### src/pdmc_defs.vh
`ifndef PDMC_DEFS_VH
`define PDMC_DEFS_VH

// ----------------------------------------------------------------
// Register offsets
// ----------------------------------------------------------------
`define PDMC_OFS_CTL1 4'h0
`define PDMC_OFS_CTL2 4'h1
`define PDMC_OFS_IEN 4'h2
`define PDMC_OFS_WKEN 4'h3
`define PDMC_OFS_STAT 4'h4

// ----------------------------------------------------------------
// Field positions, control register one
// ----------------------------------------------------------------
`define PDMC_C1_DEEP_STOP 7
`define PDMC_C1_SETTLE_HI 6
`define PDMC_C1_SETTLE_LO 4
`define PDMC_C1_LOW_SPEED 3
`define PDMC_C1_RSVD 2
`define PDMC_C1_MED_HI 1
`define PDMC_C1_MED_LO 0

// ----------------------------------------------------------------
// Field positions, control register two
// ----------------------------------------------------------------
`define PDMC_C2_NOISE_SEL 4
`define PDMC_C2_DIRECT 3
`define PDMC_C2_MED_SPEED 2
`define PDMC_C2_SUB_HI 1
`define PDMC_C2_SUB_LO 0

// ----------------------------------------------------------------
// Interrupt enable bits (peripheral and external sources)
// ----------------------------------------------------------------
`define PDMC_IEN_TIMER_A 0
`define PDMC_IEN_TIMER_F 1
`define PDMC_IEN_COUNTER 2
`define PDMC_IEN_SERIAL 3
`define PDMC_IEN_CONV 4
`define PDMC_IEN_EVENT 5
`define PDMC_IEN_EXT0 6
`define PDMC_IEN_EXT1 7

// ----------------------------------------------------------------
// Reset values
// ----------------------------------------------------------------
`define PDMC_RST_SETTLE 3'h0
`define PDMC_RST_MED_DIV 2'h3
`define PDMC_RST_SUB_DIV 2'h0
`define PDMC_RST_IEN 8'h00
`define PDMC_RST_WKEN 8'h00

// ----------------------------------------------------------------
// Settling counts in states (one state is one clock)
// ----------------------------------------------------------------
`define PDMC_SETTLE_1K 15'd1024
`define PDMC_SETTLE_2K 15'd2048
`define PDMC_SETTLE_4K 15'd4096
`define PDMC_SETTLE_2 15'd2
`define PDMC_SETTLE_8 15'd8
`define PDMC_SETTLE_16 15'd16

// ----------------------------------------------------------------
// Mode codes
// ----------------------------------------------------------------
`define PDMC_M_ACT_HI 3'h0
`define PDMC_M_ACT_MED 3'h1
`define PDMC_M_SUB 3'h2
`define PDMC_M_SLP_HI 3'h3
`define PDMC_M_SLP_MED 3'h4
`define PDMC_M_STANDBY 3'h5
`define PDMC_M_WATCH 3'h6
`define PDMC_M_SETTLE 3'h7

`endif

### src/pdmc_top.v
// Our own choices: the register offsets and the plain strobed port.
`timescale 1ns/1ps
`include "pdmc_defs.vh"

module pdmc_top #(
   parameter [14:0] SETTLE_8K = 15'd8192,   // Settle code 000
   parameter [14:0] SETTLE_16K = 15'd16384  // Settle code 001
) (
   input wire I_CLK,                 // System clock, 10 MHz
   input wire I_ARST_N,              // Reset pin, active low
   input wire [3:0] I_ADDR,          // Register address
   input wire [7:0] I_WDATA,         // Register write data
   input wire I_WR,                  // Write strobe
   input wire I_RD,                  // Read strobe
   input wire I_HALT,                // Halt instruction pulse
   input wire I_IRQ_MASK,            // CPU interrupt mask bit
   input wire I_WATCH_TIMER_BIT,     // Watch timer bit of timer A
   input wire I_WATCH_TICK,          // Watch clock tick pulse
   input wire [4:0] I_PERIPH_IRQ,    // Timer A, F, counter, serial, converter
   input wire I_EVENT_IRQ,           // Event-count pin, async
   input wire [1:0] I_EXT_IRQ,       // External lines 1..0, async
   input wire [7:0] I_WAKE_PIN,      // Wake-up pins, async
   output reg [7:0] O_RDATA,         // Register read data
   output reg O_CPU_HALT,            // CPU stopped
   output reg O_PERIPH_RUN,          // Peripherals clocked
   output reg O_WATCH_RUN,           // Timer A/F, counter, display run
   output reg O_OSC_RUN,             // Oscillator enabled
   output reg O_CLK_SUPPLY,          // Clock supplied chip-wide
   output reg O_PIN_HIZ,             // Unpulled pins to high impedance
   output reg O_PORT_HOLD,           // Ports hold state
   output reg O_MED_SPEED,           // CPU on medium divider
   output reg [1:0] O_MED_DIV,       // Medium divider select
   output reg O_SUB_ACTIVE,          // CPU on subclock
   output reg O_CPU_TICK,            // Subactive CPU clock enable
   output reg O_IRQ_START,           // Start interrupt handling pulse
   output reg [2:0] O_MODE           // Present power mode
);

   // ----------------------------------------------------------------
   // Settle count decode
   // ----------------------------------------------------------------
   function [14:0] settle_len;
      input [2:0] code;
      begin
         case (code)
            3'h0: settle_len = SETTLE_8K;
            3'h1: settle_len = SETTLE_16K;
            3'h2: settle_len = `PDMC_SETTLE_1K;
            3'h3: settle_len = `PDMC_SETTLE_2K;
            3'h4: settle_len = `PDMC_SETTLE_4K;
            3'h5: settle_len = `PDMC_SETTLE_2;
            3'h6: settle_len = `PDMC_SETTLE_8;
            default: settle_len = `PDMC_SETTLE_16;
         endcase
      end
   endfunction

   // ----------------------------------------------------------------
   // Subclock divide decode, returns last count value
   // ----------------------------------------------------------------
   function [2:0] sub_last;
      input [1:0] code;
      begin
         if (code[1]) begin
            sub_last = 3'h1;
         end else if (code[0]) begin
            sub_last = 3'h3;
         end else begin
            sub_last = 3'h7;
         end
      end
   endfunction

   // ----------------------------------------------------------------
   // Declarations
   // ----------------------------------------------------------------
   reg deep_stop_select_r;
   reg [2:0] settle_sel_r;
   reg low_speed_select_r;
   reg [1:0] medium_div_r;
   reg noise_sel_r;
   reg direct_switch_select_r;
   reg medium_speed_select_r;
   reg [1:0] sub_div_r;
   reg [7:0] irq_en_r;
   reg [7:0] wake_en_r;
   reg [10:0] sync1_r;
   reg [10:0] sync2_r;
   reg [2:0] mode_r;
   reg [2:0] mode_nxt;
   reg [14:0] settle_cnt_r;
   reg [14:0] settle_cnt_nxt;
   reg [2:0] sub_cnt_r;
   reg irq_pulse_nxt;
   wire [1:0] ext_s;
   wire [7:0] pin_s;
   wire event_s;
   wire wake_pins;
   wire any_wake;
   wire standby_wake;
   wire watch_wake;
   wire [7:0] ctl1_rd;
   wire [7:0] ctl2_rd;

   // ----------------------------------------------------------------
   // Input synchronisers
   // ----------------------------------------------------------------
   // Two stages for the event-count, external line and wake-up pin inputs
   always @(posedge I_CLK or negedge I_ARST_N) begin
      if (!I_ARST_N) begin
         sync1_r <= 11'h000;
         sync2_r <= 11'h000;
      end else begin
         sync1_r <= {I_EVENT_IRQ, I_EXT_IRQ, I_WAKE_PIN};
         sync2_r <= sync1_r;
      end
   end

   assign pin_s = sync2_r[7:0];
   assign ext_s = sync2_r[9:8];
   assign event_s = sync2_r[10];

   // ----------------------------------------------------------------
   // Wake request qualification
   // ----------------------------------------------------------------
   // Every source gated by its enable and the CPU mask
   assign wake_pins = |(pin_s & wake_en_r);
   assign any_wake = !I_IRQ_MASK &&
      (|(I_PERIPH_IRQ & irq_en_r[4:0]) || (event_s && irq_en_r[`PDMC_IEN_EVENT]) ||
       (ext_s[0] && irq_en_r[`PDMC_IEN_EXT0]) || (ext_s[1] && irq_en_r[`PDMC_IEN_EXT1]) ||
       wake_pins);
   assign standby_wake = !I_IRQ_MASK &&
      ((ext_s[0] && irq_en_r[`PDMC_IEN_EXT0]) || (ext_s[1] && irq_en_r[`PDMC_IEN_EXT1]) ||
       wake_pins);
   assign watch_wake = !I_IRQ_MASK &&
      ((I_PERIPH_IRQ[0] && irq_en_r[`PDMC_IEN_TIMER_A]) ||
       (I_PERIPH_IRQ[1] && irq_en_r[`PDMC_IEN_TIMER_F]) ||
       (ext_s[0] && irq_en_r[`PDMC_IEN_EXT0]) || wake_pins);

   // ----------------------------------------------------------------
   // Register writes
   // ----------------------------------------------------------------
   // Control registers, enables
   always @(posedge I_CLK or negedge I_ARST_N) begin
      if (!I_ARST_N) begin
         deep_stop_select_r <= 1'b0;
         settle_sel_r <= `PDMC_RST_SETTLE;
         low_speed_select_r <= 1'b0;
         medium_div_r <= `PDMC_RST_MED_DIV;
         noise_sel_r <= 1'b1;
         direct_switch_select_r <= 1'b0;
         medium_speed_select_r <= 1'b0;
         sub_div_r <= `PDMC_RST_SUB_DIV;
         irq_en_r <= `PDMC_RST_IEN;
         wake_en_r <= `PDMC_RST_WKEN;
      end else if (I_WR) begin
         if (I_ADDR == `PDMC_OFS_CTL1) begin
            deep_stop_select_r <= I_WDATA[`PDMC_C1_DEEP_STOP];
            settle_sel_r <= I_WDATA[`PDMC_C1_SETTLE_HI:`PDMC_C1_SETTLE_LO];
            low_speed_select_r <= I_WDATA[`PDMC_C1_LOW_SPEED];
            medium_div_r <= I_WDATA[`PDMC_C1_MED_HI:`PDMC_C1_MED_LO];
         end else if (I_ADDR == `PDMC_OFS_CTL2) begin
            noise_sel_r <= I_WDATA[`PDMC_C2_NOISE_SEL];
            direct_switch_select_r <= I_WDATA[`PDMC_C2_DIRECT];
            medium_speed_select_r <= I_WDATA[`PDMC_C2_MED_SPEED];
            if (mode_r != `PDMC_M_SUB) begin
               sub_div_r <= I_WDATA[`PDMC_C2_SUB_HI:`PDMC_C2_SUB_LO];
            end
         end else if (I_ADDR == `PDMC_OFS_IEN) begin
            irq_en_r <= I_WDATA;
         end else if (I_ADDR == `PDMC_OFS_WKEN) begin
            wake_en_r <= I_WDATA;
         end
      end
   end

   // ----------------------------------------------------------------
   // Register reads
   // ----------------------------------------------------------------
   // Reserved bits read as one
   assign ctl1_rd = {deep_stop_select_r, settle_sel_r, low_speed_select_r, 1'b1, medium_div_r};
   assign ctl2_rd = {3'h7, noise_sel_r, direct_switch_select_r, medium_speed_select_r, sub_div_r};

   // Read data one cycle after the strobe, zero otherwise
   always @(posedge I_CLK or negedge I_ARST_N) begin
      if (!I_ARST_N) begin
         O_RDATA <= 8'h00;
      end else if (I_RD) begin
         if (I_ADDR == `PDMC_OFS_CTL1) begin
            O_RDATA <= ctl1_rd;
         end else if (I_ADDR == `PDMC_OFS_CTL2) begin
            O_RDATA <= ctl2_rd;
         end else if (I_ADDR == `PDMC_OFS_IEN) begin
            O_RDATA <= irq_en_r;
         end else if (I_ADDR == `PDMC_OFS_WKEN) begin
            O_RDATA <= wake_en_r;
         end else if (I_ADDR == `PDMC_OFS_STAT) begin
            O_RDATA <= {5'h00, mode_r};
         end else begin
            O_RDATA <= 8'h00;
         end
      end else begin
         O_RDATA <= 8'h00;
      end
   end

   // ----------------------------------------------------------------
   // Mode sequencer
   // ----------------------------------------------------------------
   // Next mode, settle count and handling pulse
   always @* begin
      mode_nxt = mode_r;
      settle_cnt_nxt = settle_cnt_r;
      irq_pulse_nxt = 1'b0;
      case (mode_r)
         `PDMC_M_ACT_HI, `PDMC_M_ACT_MED: begin
            if (I_HALT) begin
               if (deep_stop_select_r && I_WATCH_TIMER_BIT) begin
                  mode_nxt = `PDMC_M_WATCH;
               end else if (deep_stop_select_r && !low_speed_select_r) begin
                  mode_nxt = `PDMC_M_STANDBY;
               end else if (!deep_stop_select_r && !low_speed_select_r &&
                            !direct_switch_select_r) begin
                  if (medium_speed_select_r) begin
                     mode_nxt = `PDMC_M_SLP_MED;
                  end else begin
                     mode_nxt = `PDMC_M_SLP_HI;
                  end
               end
            end
         end
         `PDMC_M_SUB: begin
            if (I_HALT && deep_stop_select_r && I_WATCH_TIMER_BIT) begin
               mode_nxt = `PDMC_M_WATCH;
            end
         end
         `PDMC_M_SLP_HI, `PDMC_M_SLP_MED: begin
            if (any_wake) begin
               irq_pulse_nxt = 1'b1;
               if (mode_r == `PDMC_M_SLP_MED) begin
                  mode_nxt = `PDMC_M_ACT_MED;
               end else begin
                  mode_nxt = `PDMC_M_ACT_HI;
               end
            end
         end
         `PDMC_M_STANDBY: begin
            if (standby_wake) begin
               mode_nxt = `PDMC_M_SETTLE;
               settle_cnt_nxt = settle_len(settle_sel_r) - 15'd1;
            end
         end
         `PDMC_M_WATCH: begin
            if (watch_wake) begin
               if (low_speed_select_r) begin
                  mode_nxt = `PDMC_M_SUB;
                  irq_pulse_nxt = 1'b1;
               end else begin
                  mode_nxt = `PDMC_M_SETTLE;
                  settle_cnt_nxt = settle_len(settle_sel_r) - 15'd1;
               end
            end
         end
         default: begin
            if (settle_cnt_r == 15'd0) begin
               irq_pulse_nxt = 1'b1;
               if (medium_speed_select_r) begin
                  mode_nxt = `PDMC_M_ACT_MED;
               end else begin
                  mode_nxt = `PDMC_M_ACT_HI;
               end
            end else begin
               settle_cnt_nxt = settle_cnt_r - 15'd1;
            end
         end
      endcase
   end

   // Mode state, reset lands in medium-speed active
   always @(posedge I_CLK or negedge I_ARST_N) begin
      if (!I_ARST_N) begin
         mode_r <= `PDMC_M_ACT_MED;
         settle_cnt_r <= 15'd0;
         O_IRQ_START <= 1'b0;
      end else begin
         mode_r <= mode_nxt;
         settle_cnt_r <= settle_cnt_nxt;
         O_IRQ_START <= irq_pulse_nxt;
      end
   end

   // ----------------------------------------------------------------
   // Subactive CPU clock divider
   // ----------------------------------------------------------------
   // Counts watch ticks, pulses every 8, 4 or 2
   always @(posedge I_CLK or negedge I_ARST_N) begin
      if (!I_ARST_N) begin
         sub_cnt_r <= 3'h0;
         O_CPU_TICK <= 1'b0;
      end else if (mode_r != `PDMC_M_SUB) begin
         sub_cnt_r <= 3'h0;
         O_CPU_TICK <= 1'b0;
      end else if (I_WATCH_TICK) begin
         if (sub_cnt_r >= sub_last(sub_div_r)) begin
            sub_cnt_r <= 3'h0;
            O_CPU_TICK <= 1'b1;
         end else begin
            sub_cnt_r <= sub_cnt_r + 3'h1;
            O_CPU_TICK <= 1'b0;
         end
      end else begin
         O_CPU_TICK <= 1'b0;
      end
   end

   // ----------------------------------------------------------------
   // Power control outputs
   // ----------------------------------------------------------------
   // Registered decode of the next mode; oscillator runs during reset
   always @(posedge I_CLK or negedge I_ARST_N) begin
      if (!I_ARST_N) begin
         O_CPU_HALT <= 1'b0;
         O_PERIPH_RUN <= 1'b1;
         O_WATCH_RUN <= 1'b1;
         O_OSC_RUN <= 1'b1;
         O_CLK_SUPPLY <= 1'b1;
         O_PIN_HIZ <= 1'b0;
         O_PORT_HOLD <= 1'b0;
         O_MED_SPEED <= 1'b1;
         O_MED_DIV <= `PDMC_RST_MED_DIV;
         O_SUB_ACTIVE <= 1'b0;
         O_MODE <= `PDMC_M_ACT_MED;
      end else begin
         O_CPU_HALT <= (mode_nxt != `PDMC_M_ACT_HI) && (mode_nxt != `PDMC_M_ACT_MED) &&
            (mode_nxt != `PDMC_M_SUB);
         O_PERIPH_RUN <= (mode_nxt == `PDMC_M_ACT_HI) || (mode_nxt == `PDMC_M_ACT_MED) ||
            (mode_nxt == `PDMC_M_SLP_HI) || (mode_nxt == `PDMC_M_SLP_MED);
         O_WATCH_RUN <= (mode_nxt != `PDMC_M_STANDBY) && (mode_nxt != `PDMC_M_SETTLE);
         O_OSC_RUN <= (mode_nxt != `PDMC_M_STANDBY) && (mode_nxt != `PDMC_M_WATCH) &&
            (mode_nxt != `PDMC_M_SUB);
         O_CLK_SUPPLY <= (mode_nxt != `PDMC_M_STANDBY) && (mode_nxt != `PDMC_M_WATCH) &&
            (mode_nxt != `PDMC_M_SETTLE) && (mode_nxt != `PDMC_M_SUB);
         O_PIN_HIZ <= (mode_nxt == `PDMC_M_STANDBY);
         O_PORT_HOLD <= (mode_nxt == `PDMC_M_WATCH);
         O_MED_SPEED <= (mode_nxt == `PDMC_M_ACT_MED) || (mode_nxt == `PDMC_M_SLP_MED);
         O_MED_DIV <= medium_div_r;
         O_SUB_ACTIVE <= (mode_nxt == `PDMC_M_SUB);
         O_MODE <= mode_nxt;
      end
   end

endmodule

### config.mk
export PLATFORM = sky130hd
export DESIGN_NAME = pdmc_top
export DESIGN_NICKNAME = d
export VERILOG_FILES = /design/src/pdmc_top.v
export VERILOG_INCLUDE_DIRS = /design/src
export SDC_FILE = /design/constraint.sdc
export NUM_CORES = 1
export LEC_CHECK = 0
export BUFFER_PORTS_ARGS = -buffer_cell sky130_fd_sc_hd__buf_4
export CORE_MARGIN = 5
export CORE_UTILIZATION = 30
export CTS_BUF_LIST = sky130_fd_sc_hd__clkbuf_8
export DETAILED_ROUTE_END_ITERATION = 12
export SETUP_SLACK_MARGIN = 0.2
export SYNTH_ARGS = -nofsm -noshare
export SYNTH_HDL_FRONTEND = slang
export SYNTH_SLANG_ARGS = --single-unit
### constraint.sdc
create_clock -name I_CLK -period 10.58 [get_ports I_CLK]
set_input_delay 1.587 -clock I_CLK [delete_from_list [all_inputs] [get_ports I_CLK]]
set_output_delay 1.587 -clock I_CLK [all_outputs]
set_load 0.05 [all_outputs]
### Yosys cells after proc, flatten, opt, wreduce, memory -nomap -nowiden

Index checks and enable logic that the tools add are counted.

| storage, ports and cells | value |
|---|---|
| output and inout bits | 24 |
| latch bits | 0 |
| register bits after elaboration | 92 |
| memory bits (read-only) | 0 |
| bits in writable memories | 0 |
| memories | 0 |
| word-level logic and storage cells | 174 |
| input port bits | 36 |

| operators by class | value |
|---|---|
| div/mod/pow operators | 0 |
| mux-type cells | 46 |
| shift operators | 0 |
| $add $sub $neg | 4 |
| eq/ne operators | 32 |
| order comparisons | 1 |
| $mul | 0 |
| bitwise operators | 6 |
| reduce and logical (&&, ||, !) cells | 57 |

Operators by type and width:

| cell | count |
|---|---|
| 15-bit two-way mux | 9 |
| 15-bit one-hot mux with 7 select lines | 1 |
| 3-bit two-way mux | 19 |
| 15-bit one-hot mux with 3 select lines | 1 |
| 15-bit by 1-bit subtractor with 15-bit output, second input constant | 3 |
| 8-bit two-way mux | 5 |
| 3-bit == test, second input constant | 9 |
| 1-bit logical AND | 21 |
| 3-bit by 2-bit == test with 1-bit output, second input constant | 6 |
| 15-bit logical NOT | 1 |
| 3-bit one-hot mux with 5 select lines | 1 |
| 1-bit logical OR | 13 |
| 5-bit AND reduction | 2 |
| 5-bit OR reduction | 2 |
| 3-bit by 1-bit == test with 1-bit output, second input constant | 3 |
| 3-bit logical NOT | 3 |
| 1-bit two-way mux | 9 |
| 3-bit != test, second input constant | 3 |
| 8-bit AND | 1 |
| 4-bit by 2-bit == test with 1-bit output, second input constant | 2 |
| 4-bit AND reduction | 2 |
| 8-bit OR reduction | 1 |
| 2-bit != test, second input constant | 3 |
| 3-bit by 1-bit != test with 1-bit output, second input constant | 2 |
| 16 further kinds | 24 |

### Depth between registers and ports, before layout

Gate-level depths: netlist of run 1.

| depth | value |
|---|---|
| depth in word-level cells | 13 |
| depth in mapped cells | 15 |
| gate-level depth less buffers | 12 |

### Least setup slack after synthesis of run 1

OpenSTA, ideal clock, no wires.

| path | value |
|---|---|
| kind | flip-flop to flip-flop |
| start | register O_MODE[0] (netlist name) |
| end | register settle_cnt_r[14] |
| data required time | 10.503 ns |
| cell stages (with the launch flop) | 15 |
| library setup time | 0.077 ns |
| period minus slack after synthesis | 3.832 ns |
| arrival | 3.756 ns |
| buffers on the path | 3 |
| path slack | 6.748 ns |
| cell sequence | dfstp_2 -> buf_2 -> xor2_1 -> nand2_1 -> clkbuf_1 -> a21oi_1 -> ha_1 -> buf_2 -> or4b_1 -> a211o_1 -> a211oi_2 -> o211ai_1 -> a311oi_1 -> a41oi_1 -> o21ai_1 |

RTL lines:

| what | RTL line | source |
|---|---|---|
| end signal: assignment | pdmc_top.v:287 | `settle_cnt_r <= settle_cnt_nxt;` |
| end: declaration | pdmc_top.v:91 | `reg [14:0] settle_cnt_r;` |

==> results.txt, run 1 <==
First-pass GRT wire length -> 18400 um
WL/cell -> 17.2 um
Grt total ovfl -> 0
Worst slew pin tran -> 0.806 ns
Avg Synthesized Cell Area -> 11.1 um^2
Die W -> 131 um
HPWL Detailed -> 8010 um
Max clock buf depth -> 2
Largest net degree at the start of global routing -> 60
Register area share after synthesis -> 0.523
Antenna-violating nets left -> 0
Nets -> 488
Setup TNS -> 0 ns
CTS tree -> yes
Commonest non-fill, non-tap cell in the layout -> dfrtp_1
Post-CTS Setup Repair Bufs -> 0
Sequential cell area -> 2290 um^2
WL final -> 11000 um
CP required -> 10.88 ns
Post-synth ARST share -> 1.00
Final min period -> 4.07 ns
Most frequent cells in the layout -> 81 x dfrtp_1, 61 x buf_4, 31 x nor2_1, 30 x mux2_2, 28 x a21oi_1
H-tree Lvls -> 3
Yosys top cell by area -> dfrtp_1
Synthesized net count -> 436
Slew HR -> 0.461
CP peak stage delay -> 0.69 ns
Multi-input gate area -> 1940 um^2
EDFF count, synth -> 0
Clk slew on worst S/H paths -> 0.09 ns
Cell family with most CP delay -> compound AO/OA/AOI/OAI gates
Area grow syn2layout -> 18.6%
Filler cells -> 1473
Synth Register Bits -> 91
Crit-path cells -> xor2_1 > nand2_1 > a21oi_1 > ha_1 > or4b_1 > a211o_1 > a211oi_2 > o211ai_1 > a311oi_1 > a41oi_1 > o21ai_1
Startpoint types -> flop
Root buffer cell -> clkbuf_8
Final hold violations -> 0
Pre-Repair DR Iteration Count -> 5
IO buf count -> 59
Clock Latency Late Sink -> 0.37 ns
Share of the cycle needed by the critical path after routing -> 0.385
Share of the synthesized area in the top cell type -> 0.463
Area of the die -> 17100 um^2
F_max -> 246 MHz
Final Non-Filler Cells -> 637
Final setup vio count -> 0
Mapped cell area -> 4380 um^2
Total number of vias -> 3414
GPL Wtd Cong -> 0.922
Number of global-route vias before repair -> 3515
Initial DRC Count -> 284
Avg Vias per Cell -> 5.36
Critical Path Slowest Stage Cell -> dfstp_2
Pleak -> 0.00222 uW
TritonCTS buffer count -> 9
Power Density -> 273 nW/um^2
CP bufs+invs -> 0
Status -> finished, final reports clean
Maximum vdd ir drop -> 0.110 mV
Critical Path Sink Type -> flop
Worst hold path type -> reg2reg
Die Y -> 131 um
GRT Util Overall -> 0.138
FP Rows -> 44
Final Max Slew Viols -> 0
Initial Util -> 0.304
Worst Skew -> 0.0110 ns
CTS resizes -> 0
RSZ-0062 raised after global routing -> no
Total core area -> 14400 um^2
Initial antenna violation count -> 0
Post-Synthesis Cells -> 396
Hold Buf Count CTS -> 0
Most used DFF post-synth -> dfrtp_1
Synth warn -> 0
Number of remaining DRC errors -> 0
Clock Sinks -> 91
# diodes -> 0
Netlist cell types -> 74
Hold_ws -> 0.351 ns
Top post-synthesis cells by area -> dfrtp_1 46%, mux2_2 7.7%, dfstp_2 6.0%
Dpl cells -> 621
Max Cap Viol -> 0
Critical path data arrival time -> 4.37 ns
Critical path class -> reg2reg
Layout cells sized above 1 -> 0.298
Boundary pin count -> 60
CP Max Fanout -> 16
[worst reg2reg max path, stage by stage, from the launching register on]
cell and delay (ns):
dfstp_2 0.69, xor2_1 0.31, nand2_1 0.37, a21oi_1 0.28, ha_1 0.35, or4b_1 0.52
a211o_1 0.33, a211oi_2 0.39, o211ai_1 0.22, a311oi_1 0.32, a41oi_1 0.08, o21ai_1 0.15
[flip-flops by register name, summed over array words and instances, names as in the netlist, 2 cells and up]
name and cells:
sync1_r 11, sub_div_r 2, O_MED_DIV 2, medium_div_r 2
sub_cnt_r 3, settle_sel_r 3, O_MODE 3, O_RDATA 8
irq_en_r 8, sync2_r 11, wake_en_r 8, settle_cnt_r 15
[cell families (layout without fill, tap and decap cells)]
family,after synthesis,count (layout),share of synthesized area
buffers and inverters,28,85,0.0334
and+or+nand+nor,124,124,0.149
AOI/OAI and AO/OA,103,103,0.163
DFF,91,91,0.523
xor gates and xnor gates,4,4,0.00800
adders and majority gates,4,4,0.0114
muxes,42,42,0.111
[layer usage]
layer / global-route usage / wire, um / vias up
li1: - / - / 1584
met2: 0.228 / 5450 / 104
met5: 0 / 0 / -
met3: 0.0313 / 625 / 17
met1: 0.176 / 4640 / 1709
met4: 0.0569 / 248 / 0
[layout make-up]
cell class	instances	area share
tap	184	0.0443
clock inverter	7	0.0214
multi-input combinational	277	0.374
inverter	8	0.00723
timing repair buffer	61	0.0882
sequential	91	0.441
clock buffer	9	0.0239
[synthesized netlist by cell type (5+ instances only)]
| cell type | number |
|---|---|
| dfrtp_1 | 81 |
| nor2_1 | 31 |
| mux2_2 | 30 |
| a21oi_1 | 28 |
| nand2_1 | 21 |
| nor3_1 | 17 |
| nand3_1 | 13 |
| o21ai_0 | 12 |
| clkbuf_1 | 11 |
| dfstp_2 | 10 |
| mux2i_1 | 9 |
| a31oi_1 | 8 |
| nand2b_1 | 8 |
| a22oi_1 | 6 |
| buf_2 | 5 |
| inv_1 | 5 |
| or3_1 | 5 |
[final timing paths]
path                                      start                              to  slack, ns  cells after the start
setup reg to reg            O_MODE[0]$_DFF_PN1_    settle_cnt_r[14]$_DFFE_PN0P_       6.51                     11
min in group asynchronous              I_ARST_N            sync1_r[0]$_DFF_PN0_       1.13                      1
setup / recovery            O_MODE[0]$_DFF_PN1_    settle_cnt_r[14]$_DFFE_PN0P_       6.51                     11
max in group asynchronous              I_ARST_N  low_speed_select_r$_DFFE_PN0P_       8.35                      2
hold / removal             sync1_r[2]$_DFF_PN0_            sync2_r[2]$_DFF_PN0_       0.35                      0
hold reg to reg            sync1_r[2]$_DFF_PN0_            sync2_r[2]$_DFF_PN0_       0.35                      0
[stage by stage]
stage,cell area [um^2],power (uW),util,worst slack (ns)
2_1_floorplan,4380,994,-,6.75
6_report,5190,1420,0.360,6.51
3_3_place_gp,4960,1140,0.344,6.61
3_5_place_dp,4960,1150,0.344,6.51
4_1_cts,5190,1420,0.360,6.56
5_1_grt,5190,1520,0.360,6.15
[where the power goes]
| group | total, uW | internal [uW] | switching (uW) |
|---|---|---|---|
| Clock | 276 | 155 | 121 |
| Combinational | 605 | 219 | 387 |
| Sequential | 537 | 439 | 97.2 |
(Power assumes the default switching activity.)
==> run 2: changes to the inputs <==
--- a/config.mk
+++ b/config.mk
@@ -6,6 +6,7 @@
 export SDC_FILE = /design/constraint.sdc
 export NUM_CORES = 1
 export LEC_CHECK = 0
+export ABC_AREA = 1
 export BUFFER_PORTS_ARGS = -buffer_cell sky130_fd_sc_hd__buf_4
 export CORE_MARGIN = 5
 export CORE_UTILIZATION = 30
==> constraint.sdc (replaced) <==
create_clock -name I_CLK -period 4.3 [get_ports I_CLK]
set_input_delay 0.645 -clock I_CLK [delete_from_list [all_inputs] [get_ports I_CLK]]
set_output_delay 0.645 -clock I_CLK [all_outputs]
set_load 0.05 [all_outputs]
==> results.txt, run 2 <==
Status -> finished, final reports clean
Critical Path Sink Type -> flop
F_max -> 395 MHz (+61%)
Mapped cell area -> 4420 um^2 (+1.0%)
IO buf count -> 59 (unchanged)
Total core area -> 14500 um^2 (+0.38%)
Setup TNS -> 0 ns (unchanged)
Synthesized net count -> 599 (+37%)
Power Density -> 642 nW/um^2 (+130%)
Startpoint types -> flop
Max Cap Viol -> 0 (unchanged)
Dpl cells -> 792 (+28%)
Total number of vias -> 3850 (+13%)
Share of the cycle needed by the critical path after routing -> 0.589 (+0.204)
Netlist cell types -> 35 (-53%)
Worst hold path type -> reg2reg
Boundary pin count -> 60 (unchanged)
Slew HR -> 0.422 (-0.0384)
Register area share after synthesis -> 0.518 (-0.00533)
Most frequent cell after synthesis -> nand2_1
Pre-Repair DR Iteration Count -> 5 (unchanged)
Final setup vio count -> 0 (unchanged)
Die W -> 131 um (+0.47%)
Yosys top cell by area -> dfrtp_1
Maximum vdd ir drop -> 0.155 mV (+41%)
Avg Synthesized Cell Area -> 7.91 um^2 (-28%)
Layout cells sized above 1 -> 0.173 (-0.125)
WL final -> 11400 um (+3.8%)
Top flop regs -> settle_cnt_r: 15 flops, sync1_r: 11 flops, sync2_r: 11 flops
EDFF count, synth -> 0 (unchanged)
Worst Skew -> 0.0153 ns (+0.00429 ns)
GRT Util Overall -> 0.135 (-0.00321)
Hold Buf Count CTS -> 0 (unchanged)
Initial Util -> 0.305 (+0.00196)
Max FFs per register -> 15 (unchanged)
Post-synth ARST share -> 1.00 (unchanged)
Post-Synthesis Cells -> 559 (+41%)
Largest register by flop count -> settle_cnt_r
Number of remaining DRC errors -> 0 (unchanged)
Top post-synthesis cells by area -> dfrtp_1 46%, nand2_1 14%, dfstp_2 5.9%
Pleak -> 0.00264 uW (+19%)
Synth Register Bits -> 91 (unchanged)
Filler cells -> 1501 (+1.9%)
Area grow syn2layout -> 18.0%
Most frequent cells in the layout -> 167 x nand2_1, 81 x dfrtp_1, 62 x nor2_1, 61 x buf_4, 59 x inv_1
Commonest non-fill, non-tap cell in the layout -> nand2_1
CP required -> 4.53 ns (-6.35 ns)
Die Y -> 131 um (+0.47%)
Root buffer cell -> clkbuf_8
Final Max Slew Viols -> 0 (unchanged)
TritonCTS buffer count -> 9 (unchanged)
Clock Sinks -> 91 (unchanged)
Share of the synthesized area in the top cell type -> 0.458 (-0.00472)
Number of global-route vias before repair -> 3842 (+9.3%)
Layout Utilization -> 0.360 (+0.000446)
Grt total ovfl -> 0 (unchanged)
Largest net degree at the start of global routing -> 69 (+15%)
Top cell types by occurrence after synthesis -> 167 x nand2_1, 81 x dfrtp_1, 62 x nor2_1, 57 x inv_1, 52 x o21ai_0
Initial antenna violation count -> 0 (unchanged)
Final hold violations -> 0 (unchanged)
GPL Wtd Cong -> 0.881 (-4.4%)
H-tree Lvls -> 3 (unchanged)
# diodes -> 0 (unchanged)
Critical path class -> reg2reg
CP Max Fanout -> 21 (+5)
First-pass GRT wire length -> 19400 um (+5.1%)
Area of the die -> 17300 um^2 (+0.95%)
Nets -> 659 (+35%)
Antenna-violating nets left -> 0 (unchanged)
Worst slew pin tran -> 0.867 ns (+0.0606 ns)
CTS resizes -> 0 (unchanged)
Avg Vias per Cell -> 4.76 (-11%)
Critical path data arrival time -> 2.76 ns (-1.61 ns)
Initial DRC Count -> 296 (+4.2%)
FP Rows -> 44 (unchanged)
Final min period -> 2.53 ns (-1.54 ns)
Final Non-Filler Cells -> 808 (+27%)
CTS tree -> yes
WL/cell -> 14.1 um (-18%)
RSZ-0062 raised after global routing -> no
Synth warn -> 0 (unchanged)
Post-CTS Setup Repair Bufs -> 0 (unchanged)
Clock Latency Late Sink -> 0.38 ns (about the same)
Max clock buf depth -> 2 (unchanged)
Clk slew on worst S/H paths -> 0.10 ns (about the same)
Most used DFF post-synth -> dfrtp_1
HPWL Detailed -> 8630 um (+7.8%)
[run 2: cell count changes after synthesis, moves of 9 or more]
cell,previous run,this run
nor3_1,17,5
o21ai_0,12,52
nor2_1,31,62
a21oi_1,28,15
inv_1,5,57
mux2i_1,9,0
nand2_1,21,167
mux2_2,30,0
nand3_1,13,35
[run 2: layout make-up]
| cell class | instances | area (um^2) | share of cell area |
|---|---|---|---|
| clock buffer | 9 | 124 | 0.0237 |
| clock inverter | 7 | 52.6 | 0.0101 |
| inverter | 62 | 233 | 0.0446 |
| multi-input combinational | 394 | 1830 | 0.351 |
| sequential | 91 | 2290 | 0.439 |
| tap | 184 | 230 | 0.0441 |
| timing repair buffer | 61 | 458 | 0.0877 |
[run 2: cell families (layout without fill, tap and decap cells)]
logic type | count (synthesis) | in the layout | share of synthesized area
buf+inv | 74 | 139 | 0.0682
simple gates | 295 | 295 | 0.283
xor+xnor | 1 | 1 | 0.00198
flops | 91 | 91 | 0.518
fa+ha+maj | 4 | 4 | 0.0113
compound gates | 94 | 94 | 0.117
[run 2: routing by layer]
metal	track usage	up-vias	share of wire
li1	-	1918	-
met2	0.222	103	0.47
met4	0.0457	0	0.015
met1	0.181	1815	0.47
met3	0.0245	14	0.050
met5	0	-	0
[run 2: where the power goes]
part | switching, uW | internal (uW) | total (uW)
Clock | 334 | 217 | 551
Combinational | 1080 | 483 | 1570
Sequential | 166 | 1060 | 1230
Total | 1580 | 1760 | 3350
[run 2: worst paths after layout]
kind                                            from                          end  slack (ns)  depth (start not counted)
worst min register to register  sync1_r[9]$_DFF_PN0_         sync2_r[9]$_DFF_PN0_        0.35                          0
max in group asynchronous                   I_ARST_N       O_MED_DIV[1]$_DFF_PN1_        3.01                          2
worst min-delay path            sync1_r[9]$_DFF_PN0_         sync2_r[9]$_DFF_PN0_        0.35                          0
worst max-delay path             O_MODE[2]$_DFF_PN0_  settle_cnt_r[6]$_DFFE_PN0P_        1.77                         13
worst max register to register   O_MODE[2]$_DFF_PN0_  settle_cnt_r[6]$_DFFE_PN0P_        1.77                         13
min in group asynchronous                   I_ARST_N  settle_cnt_r[7]$_DFFE_PN0P_        0.36                          1
[run 2: through the flow]
step / cell area, um^2 / worst slack (ns) / power, uW / hold slack (ns)
after floorplan: 4420 / 1.94 / 2400 / 0.331
after global placement: 5040 / 1.87 / 2790 / 0.334
after detailed placement: 5040 / 1.83 / 2810 / 0.335
after CTS: 5220 / 1.79 / 3370 / 0.353
after global routing: 5220 / 1.60 / 3620 / 0.350
final: 5220 / 1.77 / 3350 / 0.354
[run 2: worst max-delay path, stage by stage, from the launching register on]
cell and delay (ns):
dfrtp_1 0.60, inv_2 0.15, o21ai_2 0.16, buf_4 0.27, nand2_2 0.08, o21ai_2 0.11, ha_1 0.26, nand2_1 0.11
nor2_1 0.16, nand3_1 0.16, nand2_1 0.09, inv_1 0.04, o21ai_1 0.10, o21ai_0 0.11
